==> src/hw/line_ctrl_pkg.sv <==
// constants and types shared by the line state controller files
//
// Contract
// device decodes three-bit code into line states
// controller never applies reserved code 101
// thermal shutdown forces hook and ground key low
// open circuit holds both detector outputs high
// grounded sync input energises relay at once
// pulsed sync input energises relay on pulse
// sync pulse low at zero crossing, 2 ms
// device releases relay near zero ring current
// off-hook while ringing pulls hook output low
// ring trip latch blocks ringing until re-entry
// never go from reverse directly to ringing
// reverse-to-ringing looks like off-hook, inhibits ring
// ground key output held high while ringing
// enter test active only from forward active
// enter test reversal only from reverse active
// test on-hook entry: loopback, hook output low
// test reversal on-hook: ground key high
// tip open state reports ground key detector
// forward and reverse keep both detectors active
// tip open ring ground pulls both low
// test off-hook entry: ground key pulse train
`default_nettype none
package line_ctrl_pkg;

  localparam int CLK_HZ = 200_000_000;

  // line state codes
  localparam logic [2:0] CODE_OPEN    = 3'h0;
  localparam logic [2:0] CODE_RING    = 3'h1;
  localparam logic [2:0] CODE_FWD     = 3'h2;
  localparam logic [2:0] CODE_TEST    = 3'h3;
  localparam logic [2:0] CODE_TIPOPEN = 3'h4;
  localparam logic [2:0] CODE_RSVD    = 3'h5;
  localparam logic [2:0] CODE_REV     = 3'h6;
  localparam logic [2:0] CODE_TESTREV = 3'h7;

  // register byte addresses
  localparam logic [31:0] ADDR_CTRL   = 32'h0000_0000;
  localparam logic [31:0] ADDR_STATUS = 32'h0000_0004;

  // control register fields
  localparam int CTRL_CODE_LSB = 0;
  localparam int CTRL_SYNC_BIT = 3;
  // status register fields
  localparam int ST_CODE_LSB  = 0;
  localparam int ST_BUSY_BIT  = 3;
  localparam int ST_HOOK_BIT  = 4;
  localparam int ST_GKEY_BIT  = 5;
  localparam int ST_RELAY_BIT = 6;
  localparam int ST_TRIP_BIT  = 7;
  localparam int ST_BAD_BIT   = 8;

  // reset values
  localparam logic [2:0] RESET_CODE = CODE_OPEN;
  localparam logic       RESET_SYNC = 1'b0;

  // timing
  localparam int RING_SYNC_MIN_MS = 2;
  localparam int RING_SYNC_CYCLES = RING_SYNC_MIN_MS * (CLK_HZ / 1000);
  localparam int SETTLE_US        = 100;
  localparam int SETTLE_CYCLES    = SETTLE_US * (CLK_HZ / 1_000_000);
  localparam int CNT_W            = 20;

  typedef enum logic [1:0] {
    ST_IDLE   = 2'b00,
    ST_APPLY  = 2'b01,
    ST_SETTLE = 2'b11
  } seq_state_t;

endpackage
`default_nettype wire

==> src/hw/ring_sync_if.sv <==
// carrier between the sequencer and the ring sync pulse generator
`timescale 1ns/1ps
`default_nettype none
interface ring_sync_if;
  logic fire;
  logic hold;
  logic lineLow;
  logic busy;
  modport gen (input fire, input hold, output lineLow, output busy);
  modport ctl (output fire, output hold, input lineLow, input busy);
endinterface
`default_nettype wire

==> src/hw/ring_sync_gen.sv <==
// ring sync pulse generator: fixed low pulse or steady low level
`timescale 1ns/1ps
`default_nettype none
module ring_sync_gen
  import line_ctrl_pkg::*;
#(
  parameter int PULSE_CYCLES = RING_SYNC_CYCLES
) (
  // clocking
  input  wire logic clock,
  input  wire logic sys_rst,
  input  wire logic ce,
  // sequencer side
  ring_sync_if.gen  sync
);

  logic [CNT_W-1:0] count_reg;
  logic             low_reg;

  assign sync.lineLow = low_reg;
  assign sync.busy    = low_reg;

  always_ff @(posedge clock) begin
    if (sys_rst) begin
      count_reg <= '0;
      low_reg   <= 1'b0;
    end else if (ce) begin
      if (sync.hold) begin
        // steady low stands in for the resistor to ground
        low_reg   <= 1'b1;
        count_reg <= '0;
      end else if (sync.fire && !low_reg) begin
        low_reg   <= 1'b1;
        count_reg <= CNT_W'(PULSE_CYCLES - 1);
      end else if (count_reg != '0) begin
        count_reg <= count_reg - 1'b1;
      end else begin
        low_reg <= 1'b0;
      end
    end
  end

endmodule
`default_nettype wire

==> src/hw/line_state_controller.sv <==
// line card controller: sequences state code pins, watches detectors
//
// Implementation choices: the address map and register access over Wishbone.
`timescale 1ns/1ps
`default_nettype none
module line_state_controller
  import line_ctrl_pkg::*;
#(
  parameter int PULSE_CYCLES = RING_SYNC_CYCLES,
  parameter int SETTLE_CYC   = SETTLE_CYCLES
) (
  // clocking
  input  wire logic        clock,
  input  wire logic        sys_rst,
  input  wire logic        ce,
  // wishbone classic slave
  input  wire logic        cyc_i,
  input  wire logic        stb_i,
  input  wire logic        we_i,
  input  wire logic [31:0] adr_i,
  input  wire logic [3:0]  sel_i,
  input  wire logic [31:0] dat_i,
  output logic      [31:0] dat_o,
  output logic             ack_o,
  // state code pins to the line interface
  output logic             state_code_bit2,
  output logic             state_code_bit1,
  output logic             state_code_bit0,
  output logic             ring_sync_input,
  // detector pins from the line interface
  input  wire logic        hook_detect_n,
  input  wire logic        ground_key_measure_n,
  input  wire logic        ring_relay_drive_n,
  // zero crossing strobe from the ring generator
  input  wire logic        zeroCross
);

  ring_sync_if sync ();

  ring_sync_gen #(
    .PULSE_CYCLES (PULSE_CYCLES)
  ) u_sync (
    .clock   (clock),
    .sys_rst (sys_rst),
    .ce      (ce),
    .sync    (sync.gen)
  );

  logic [2:0]       target_reg;
  logic             syncMode_reg;
  logic [2:0]       applied_reg;
  logic [2:0]       hop_next;
  seq_state_t       state_reg;
  logic [CNT_W-1:0] settle_reg;
  logic             trip_reg;
  logic             bad_reg;
  logic             ack_reg;
  logic [31:0]      rdata_reg;
  logic             busy;
  logic             access;
  logic             wrCtrl;
  logic             wrStatus;
  logic             tripEvent;
  logic             badEvent;
  logic             clrTrip;
  logic             clrBad;
  logic [31:0]      ctrlWord;
  logic [31:0]      statusWord;

  assign access   = cyc_i && stb_i && !ack_reg;
  assign wrCtrl   = access && we_i && adr_i == ADDR_CTRL && sel_i[0];
  assign wrStatus = access && we_i && adr_i == ADDR_STATUS;
  assign busy     = state_reg != ST_IDLE || applied_reg != target_reg;
  assign ack_o    = ack_reg;
  assign dat_o    = rdata_reg;

  assign state_code_bit2 = applied_reg[2];
  assign state_code_bit1 = applied_reg[1];
  assign state_code_bit0 = applied_reg[0];
  assign ring_sync_input = ~sync.lineLow;

  // the reserved code is refused and the old target kept
  assign badEvent = wrCtrl
    && dat_i[CTRL_CODE_LSB +: 3] == CODE_RSVD;

  // write one to clear; each flag byte is picked by its own select
  assign clrTrip = wrStatus && sel_i[0] && dat_i[ST_TRIP_BIT];
  assign clrBad  = wrStatus && sel_i[1] && dat_i[ST_BAD_BIT];

  // next code on the way to the target; detours through the
  // matching active state so the device sees a valid entry
  always_comb begin
    hop_next = target_reg;
    if (target_reg == CODE_RING && applied_reg == CODE_REV) begin
      // a direct hop would falsely trip and inhibit ringing
      hop_next = CODE_FWD;
    end else if (target_reg == CODE_TEST
                 && applied_reg != CODE_FWD) begin
      hop_next = CODE_FWD;
    end else if (target_reg == CODE_TESTREV
                 && applied_reg != CODE_REV) begin
      hop_next = CODE_REV;
    end
  end

  // software control register; the sync mode bit is taken even
  // when the code is refused, so the mode can be set up first
  always_ff @(posedge clock) begin
    if (sys_rst) begin
      target_reg   <= RESET_CODE;
      syncMode_reg <= RESET_SYNC;
    end else if (ce) begin
      if (wrCtrl) begin
        syncMode_reg <= dat_i[CTRL_SYNC_BIT];
        if (!badEvent) begin
          target_reg <= dat_i[CTRL_CODE_LSB +: 3];
        end
      end
    end
  end

  // sequencer: one code change, then a settle time before the next
  // hop, so the device has a steady line when it captures the hook
  // state on entry to a test state
  always_ff @(posedge clock) begin
    if (sys_rst) begin
      state_reg   <= ST_IDLE;
      applied_reg <= RESET_CODE;
      settle_reg  <= '0;
    end else if (ce) begin
      case (state_reg)
        ST_IDLE: begin
          if (applied_reg != target_reg) begin
            state_reg <= ST_APPLY;
          end
        end
        ST_APPLY: begin
          applied_reg <= hop_next;
          settle_reg  <= CNT_W'(SETTLE_CYC - 1);
          state_reg   <= ST_SETTLE;
        end
        ST_SETTLE: begin
          if (settle_reg != '0) begin
            settle_reg <= settle_reg - 1'b1;
          end else begin
            state_reg <= ST_IDLE;
          end
        end
        default: begin
          state_reg <= ST_IDLE;
        end
      endcase
    end
  end

  // ring sync drive only while ringing is applied; a running pulse
  // can be cut short by a write that clears the sync mode bit, as hold zeroes its count and the low then ends once hold drops
  always_comb begin
    sync.hold = applied_reg == CODE_RING && !syncMode_reg;
    sync.fire = applied_reg == CODE_RING && syncMode_reg
      && zeroCross && !sync.busy;
  end

  // ring trip: hook output low while ringing has settled; the
  // device then refuses ringing until the code is reapplied
  assign tripEvent = applied_reg == CODE_RING && state_reg == ST_IDLE
    && !hook_detect_n;

  // sticky flags, write one to clear, a new event wins
  always_ff @(posedge clock) begin
    if (sys_rst) begin
      trip_reg <= 1'b0;
      bad_reg  <= 1'b0;
    end else if (ce) begin
      if (tripEvent) begin
        trip_reg <= 1'b1;
      end else if (clrTrip) begin
        trip_reg <= 1'b0;
      end
      if (badEvent) begin
        bad_reg <= 1'b1;
      end else if (clrBad) begin
        bad_reg <= 1'b0;
      end
    end
  end

  // read words are built apart from the bus timing
  always_comb begin
    ctrlWord                     = 32'h0000_0000;
    ctrlWord[CTRL_CODE_LSB +: 3] = target_reg;
    ctrlWord[CTRL_SYNC_BIT]      = syncMode_reg;
  end

  // detector pins are levels from the device and, save the hook pin read
  // by the ring trip logic, are only looked at here, so need no edge logic
  always_comb begin
    statusWord                   = 32'h0000_0000;
    statusWord[ST_CODE_LSB +: 3] = applied_reg;
    statusWord[ST_BUSY_BIT]      = busy;
    statusWord[ST_HOOK_BIT]      = hook_detect_n;
    statusWord[ST_GKEY_BIT]      = ground_key_measure_n;
    statusWord[ST_RELAY_BIT]     = ring_relay_drive_n;
    statusWord[ST_TRIP_BIT]      = trip_reg;
    statusWord[ST_BAD_BIT]       = bad_reg;
  end

  // bus answer one cycle after the request, dropped the next
  always_ff @(posedge clock) begin
    if (sys_rst) begin
      ack_reg   <= 1'b0;
      rdata_reg <= 32'h0000_0000;
    end else if (ce) begin
      ack_reg   <= access;
      rdata_reg <= 32'h0000_0000;
      if (access && !we_i) begin
        if (adr_i == ADDR_CTRL) begin
          rdata_reg <= ctrlWord;
        end else if (adr_i == ADDR_STATUS) begin
          rdata_reg <= statusWord;
        end
      end
    end
  end

endmodule
`default_nettype wire

==> config.mk <==
export PLATFORM = sky130hd
export DESIGN_NAME = line_state_controller
export DESIGN_NICKNAME = d
export VERILOG_FILES = /design/src/hw/line_ctrl_pkg.sv /design/src/hw/ring_sync_if.sv /design/src/hw/ring_sync_gen.sv /design/src/hw/line_state_controller.sv
export SDC_FILE = /design/constraint.sdc
export NUM_CORES = 1
export LEC_CHECK = 0
export BUFFER_PORTS_ARGS = -buffer_cell sky130_fd_sc_hd__buf_2
export CORE_UTILIZATION = 35
export CTS_BUF_LIST = sky130_fd_sc_hd__clkbuf_16
export DETAILED_ROUTE_END_ITERATION = 12
export SYNTH_ARGS = -nofsm -noshare
export SYNTH_HDL_FRONTEND = slang
export SYNTH_SLANG_ARGS = --single-unit
==> constraint.sdc <==
create_clock -name clock -period 3.35 [get_ports clock]
set_input_delay 0 -clock clock [delete_from_list [all_inputs] [get_ports clock]]
set_output_delay 0 -clock clock [all_outputs]
set_load 0.01 [all_outputs]
# After elaboration in Yosys (flattened, before gate mapping)
# Cells that the tools add are included.
# classes
n_addsub	2
n_eq_ne	16
n_mux	21
bitwise_logic	2
n_reduce_logical	46
# op_table
operator	n
$mux W20	4
$pmux W20 S2	1
$reduce_bool A20 Y1	2
$sub A20 B1 Y20 const B	2
$eq A32 B3 Y1 const B	1
$logic_not A32 Y1	1
$mux W9	3
$logic_and A1 B1 Y1	22
$reduce_and A2 Y1	6
$eq A3 B3 Y1 const B	3
$mux W3	3
$reduce_and A3 Y1	3
$reduce_bool A2 Y1	4
$mux W1	7
$eq A3 B1 Y1 const B	2
$ne A2 B2 Y1 const B	3
$ne A3 B2 Y1 const B	2
$pmux W2 S3	1
$logic_not A1 Y1	5
$mux W2	2
$eq A3 B2 Y1 const B	1
$ne A3 B3 Y1	1
$ne A3 B3 Y1 const B	1
$reduce_bool A3 Y1	1
other kinds (5)	6
# totals
reg_bits	85
in_bits	78
output_inout_bits	37
wordCells	98

# Depth between registers and ports, before layout
# depth
depth_word	8
mapped_depth	8
ltp_nobuf	7

# Modules after synthesis
# From an unflattened synthesis, not the netlist that was laid out.
# unflattened
hier_cells	442
area_unflattened_um2	3644.7
# by_module_without_submodules
module	instances	cells_each	area_per_inst_um2	seq_area_each_um2
line_state_controller	1	283	2336.0	820.8
ring_sync_gen	1	159	1308.8	420.4

# Worst setup path after synthesis
# No wires, ideal clock.
# synth_timing
path_kind	flip-flop to flip-flop
startpoint	register settle_reg[0]
endpoint	register settle_reg[10]
setup_ns	0.132
arrival_time_ns	1.952
required_time_ns	3.218
setup_slack_ns	1.265
stages_incl_launch_ff	9
n_path_buf	1
period_less_slack_ns	2.085
cell_sequence	dfxtp_1 inv_1 ha_1 or4b_1 or4_4 buf_6 o211ai_1 xor2_1 a21oi_1
# synth_between
elab_chain_cells	3
elab_cells_between_ends	6
classes_between	add/sub (1); eq/ne (1); mux (2); reduce/logical (2)
# synth_rtl
element	line_no	text
start, declared	line_state_controller.sv:54	logic [CNT_W-1:0] settle_reg;
start signal, assigned	line_state_controller.sv:139	settle_reg <= CNT_W'(SETTLE_CYC - 1);
start signal, assigned	line_state_controller.sv:144	settle_reg <= settle_reg - 1'b1;
$sub A20 B1 Y20 or $reduce_bool A20 Y1 (tied branches)	line_state_controller.sv:144, line_state_controller.sv:143	
$mux W20 or $ne A2 B2 Y1 (tied branches)	n/a	
$pmux W20 S2 or $reduce_and A3 Y1 (tied branches)	n/a	
# Several ways; a longest one is shown, not always the timed one. The select of a mux whose other input is x is not followed.
# A chain may end at the register's enable or synchronous reset.

# Final worst setup path
# layout_timing
startpoint	register u_sync.count_reg[13]
endpoint	register u_sync.count_reg[1]
# layout_between
elab_chain_cells	3
# layout_rtl
element	line_no	text
start, declared	ring_sync_gen.sv:17	logic [CNT_W-1:0] count_reg;
start signal, assigned	ring_sync_gen.sv:34	count_reg <= CNT_W'(PULSE_CYCLES - 1);
start signal, assigned	ring_sync_gen.sv:36	count_reg <= count_reg - 1'b1;
$reduce_bool A20 Y1	ring_sync_gen.sv:35	end else if (count_reg != '0) begin
$reduce_bool A3 Y1 (no source line)	n/a	
$reduce_and A2 Y1 (no source line)	n/a	
# Every way passes these cells.

==> impl_results.md <==
- Clock skew: 0.00427 ns
- Peak Freq: 387 MHz
- Post-synth top area cell: dfxtp_1
- Syn. warnings: 0
- Gpl congestion: 0.789
- Chip width: 102 um
- Top cells by count, synth: dfxtp_1 (62), a21oi_1 (49), nand2_1 (38)
- Ranking of synthesized cells by area: dfxtp_1 (36%), a21oi_1 (7.0%), buf_4 (4.9%), nand2_1 (4.1%), nand3_1 (2.9%)
- Area post-placement: 3810 um^2
- Area grow syn2layout: 19.1%
- RSZ-0062 raised after global routing: false
- Initial antenna violation count: 0
- Cell area after layout: 4160 um^2
- Final hold vios: 0
- Final period utilization: 0.772
- Initial drt markers: 118
- Clock root cell: clkbuf_16
- LEAKAGE: 1.61 nW
- CTS Sinks: 62
- Fillers: 1001
- Post-synth ARST share: 0
- Cell area after synthesis: 3490 um^2
- First-pass GRT wire length: 14300 um
- Status: completed
- Fin nets: 572
- Total of max-cap violations: 0
- Post-CTS Setup Bufs: 0
- Maximum VDD drop: 0.365 mV
- Clock-pin slew on the worst setup and hold paths: 0.05 ns
- Worst-path fanout max: 17
- # H-tree levels: 3
- CTS buffer count: 9
- Vias: 3321
- Slew margin rel.: 0.374
- Total grt overflow: 0
- Slowest cell on the critical path: o41ai_4
- Initial Utilization: 0.359
- Die footprint: 10400 um^2
- Primary FF master, synth: dfxtp_1
- Largest stage delay, worst path: 0.94 ns
- Core area: 9730 um^2
- Worst setup SP type: register
- Number of remaining DRC errors: 0
- Clk buf depth: 2
- Delay-heaviest family, CP: compound AO/OA/AOI/OAI gates
- Routed vias/inst: 5.29
- Ant diodes: 0
- Final setup fails: 0
- PwrDens: 688 nW/um^2
- Most common cell in the synthesized netlist: dfxtp_1
- PortBufs: 63
- CTS tree: done
- Max Slew Vio Count: 0
- Inst Count DP: 605
- Antenna viol nets, final: 0
- Tmin final: 2.59 ns
- Cell variety after synth: 57
- Ports: 115
- CP Cell Sequence: nor4_1 > nand2_1 > o41ai_4 > nor2_1 > a211oi_1
- Sequential area share after synthesis: 0.355
- WL final: 8440 um
- WS Path Type: register to register
- Final total power: 0.00286 W
- FF+latch count, synth: 62
- Crit path DAT: 2.82 ns
- Yosys top cell area share: 0.355
- Row cnt: 36
- Worst Path Buf+Inv: 0
- Core Util, Final: 0.427
- Ratio of cells with drive above 1 in the final layout: 0.192
- Area of the multi-input gates: 2040 um^2
- Post-synth EDFFs: 0
- Final Non-Filler Cells: 628
- Post-Syn Instances: 425
- Sequential Area: 1240 um^2
- Die H: 102 um
- Largest net degree at the start of global routing: 33
- Worst Hold Class: input port to register
- DRT Pass-1 Iters: 4
- Clk_lat worst skew: 0.33 ns
- DPL Wire Length: 5940 um
- Number of global-route vias before repair: 3140
- Req. time, crit path: 3.59 ns
- PostCTS Resize Cnt: 0
- Tot GR Track Use: 0.176
- DR WL/cell: 13.4 um
- Setup tns final: 0 ns
- Setup crit end kind: register
- Tightest Pin Transition: 0.936 ns
- Mapped Avg Cell Area: 8.22 um^2
==> through the flow <==
| step | hold slack [ns] | worst slack (ns) |
|---|---|---|
| 2_1_floorplan | 0.136 | 1.27 |
| 3_3_place_gp | 0.240 | 0.906 |
| 3_5_place_dp | 0.250 | 0.831 |
| 4_1_cts | 0.0270 | 0.805 |
| 5_1_grt | 0.0530 | 0.521 |
| 6_report | 0.0358 | 0.763 |
==> area by class of cell <==
type / count / share of cell area
repair buffers: 71 / 0.0945
inverters: 11 / 0.00993
well taps: 133 / 0.0400
clock inverters: 7 / 0.0135
flip-flops and latches: 62 / 0.298
multi-input cells: 335 / 0.489
clock buffers: 9 / 0.0542
==> repair_timing <==
action                                  in CTS  in global routing
endpoints found under the setup margin       0                  0
endpoints found under the hold margin        7                  0
hold buffers                                 7                  0
==> metal layers <==
layer  share of wire  global-route usage  wire, um
met5               0                   0         0
met4           0.021              0.0791       181
met3           0.050              0.0356       425
met2            0.46               0.291      3850
met1            0.47               0.221      3980
==> power by group <==
group	internal, W	leakage [nW]	switching [W]	total (W)
logic	0.000374	0.967	0.000617	0.000991
registers	0.000853	0.502	0.000131	0.000984
clock network	0.000563	0.145	0.000322	0.000885
total	0.00179	1.61	0.00107	0.00286
==> cells in the final DEF, fill, tap and decap left out, types with 3 or more instances in the layout <==
| cell | n |
|---|---|
| o31ai_1 | 7 |
| nor3_1 | 16 |
| conb_1 | 23 |
| dfxtp_1 | 62 |
| and2_1 | 3 |
| or4_1 | 8 |
| nor4_1 | 15 |
| buf_2 | 63 |
| nand4_1 | 8 |
| nand2b_1 | 11 |
| inv_1 | 12 |
| clkinv_2 | 3 |
| a21oi_1 | 49 |
| ha_1 | 4 |
| a22oi_1 | 3 |
| o211ai_1 | 4 |
| or2_2 | 3 |
| nand4b_1 | 6 |
| nor2_1 | 26 |
| xnor2_1 | 4 |
| or4_4 | 3 |
| dlygate4sd3_1 | 7 |
| or3_1 | 6 |
| nand3b_1 | 3 |
| xor2_1 | 8 |
| clkbuf_16 | 9 |
| a311oi_1 | 3 |
| o41ai_1 | 5 |
| nor3b_1 | 3 |
| o21ai_0 | 13 |
| a31oi_1 | 3 |
| a211oi_1 | 10 |
| mux2i_1 | 4 |
| nand3_1 | 20 |
| nand2_1 | 38 |
==> cell families after synthesis <==
kind of cell	share of synthesized area
flip-flops	0.355
multiplexers	0.0147
AND/OR/NAND/NOR	0.292
adder cells (fa/ha/maj)	0.0143
AO/OA/AOI/OAI	0.207
buffers and inverters	0.0853
other	0.00107
XOR/XNOR	0.0301
==> final timing paths <==
check	startpoint	end	slack [ns]	cells after the start
worst max register to register	u_sync.count_reg[13]$_SDFFE_PP0P_	u_sync.count_reg[1]$_SDFFE_PP0P_	0.76	5
worst min register to register	dat_o[0]$_SDFFE_PP0P_	dat_o[0]$_SDFFE_PP0P_	0.45	2
worst max-delay path	u_sync.count_reg[13]$_SDFFE_PP0P_	u_sync.count_reg[1]$_SDFFE_PP0P_	0.76	5
worst min-delay path	adr_i[2]	dat_o[4]$_SDFFE_PP0P_	0.04	3
==> worst reg2reg max path, delay by kind of cell, from the launching register on <==
kind / cells / cell delay (ns)
flops: 1 / 0.37
compound gates: 2 / 1.18
simple gates: 3 / 0.95
Note: power is estimated with default switching activity, not from simulation.
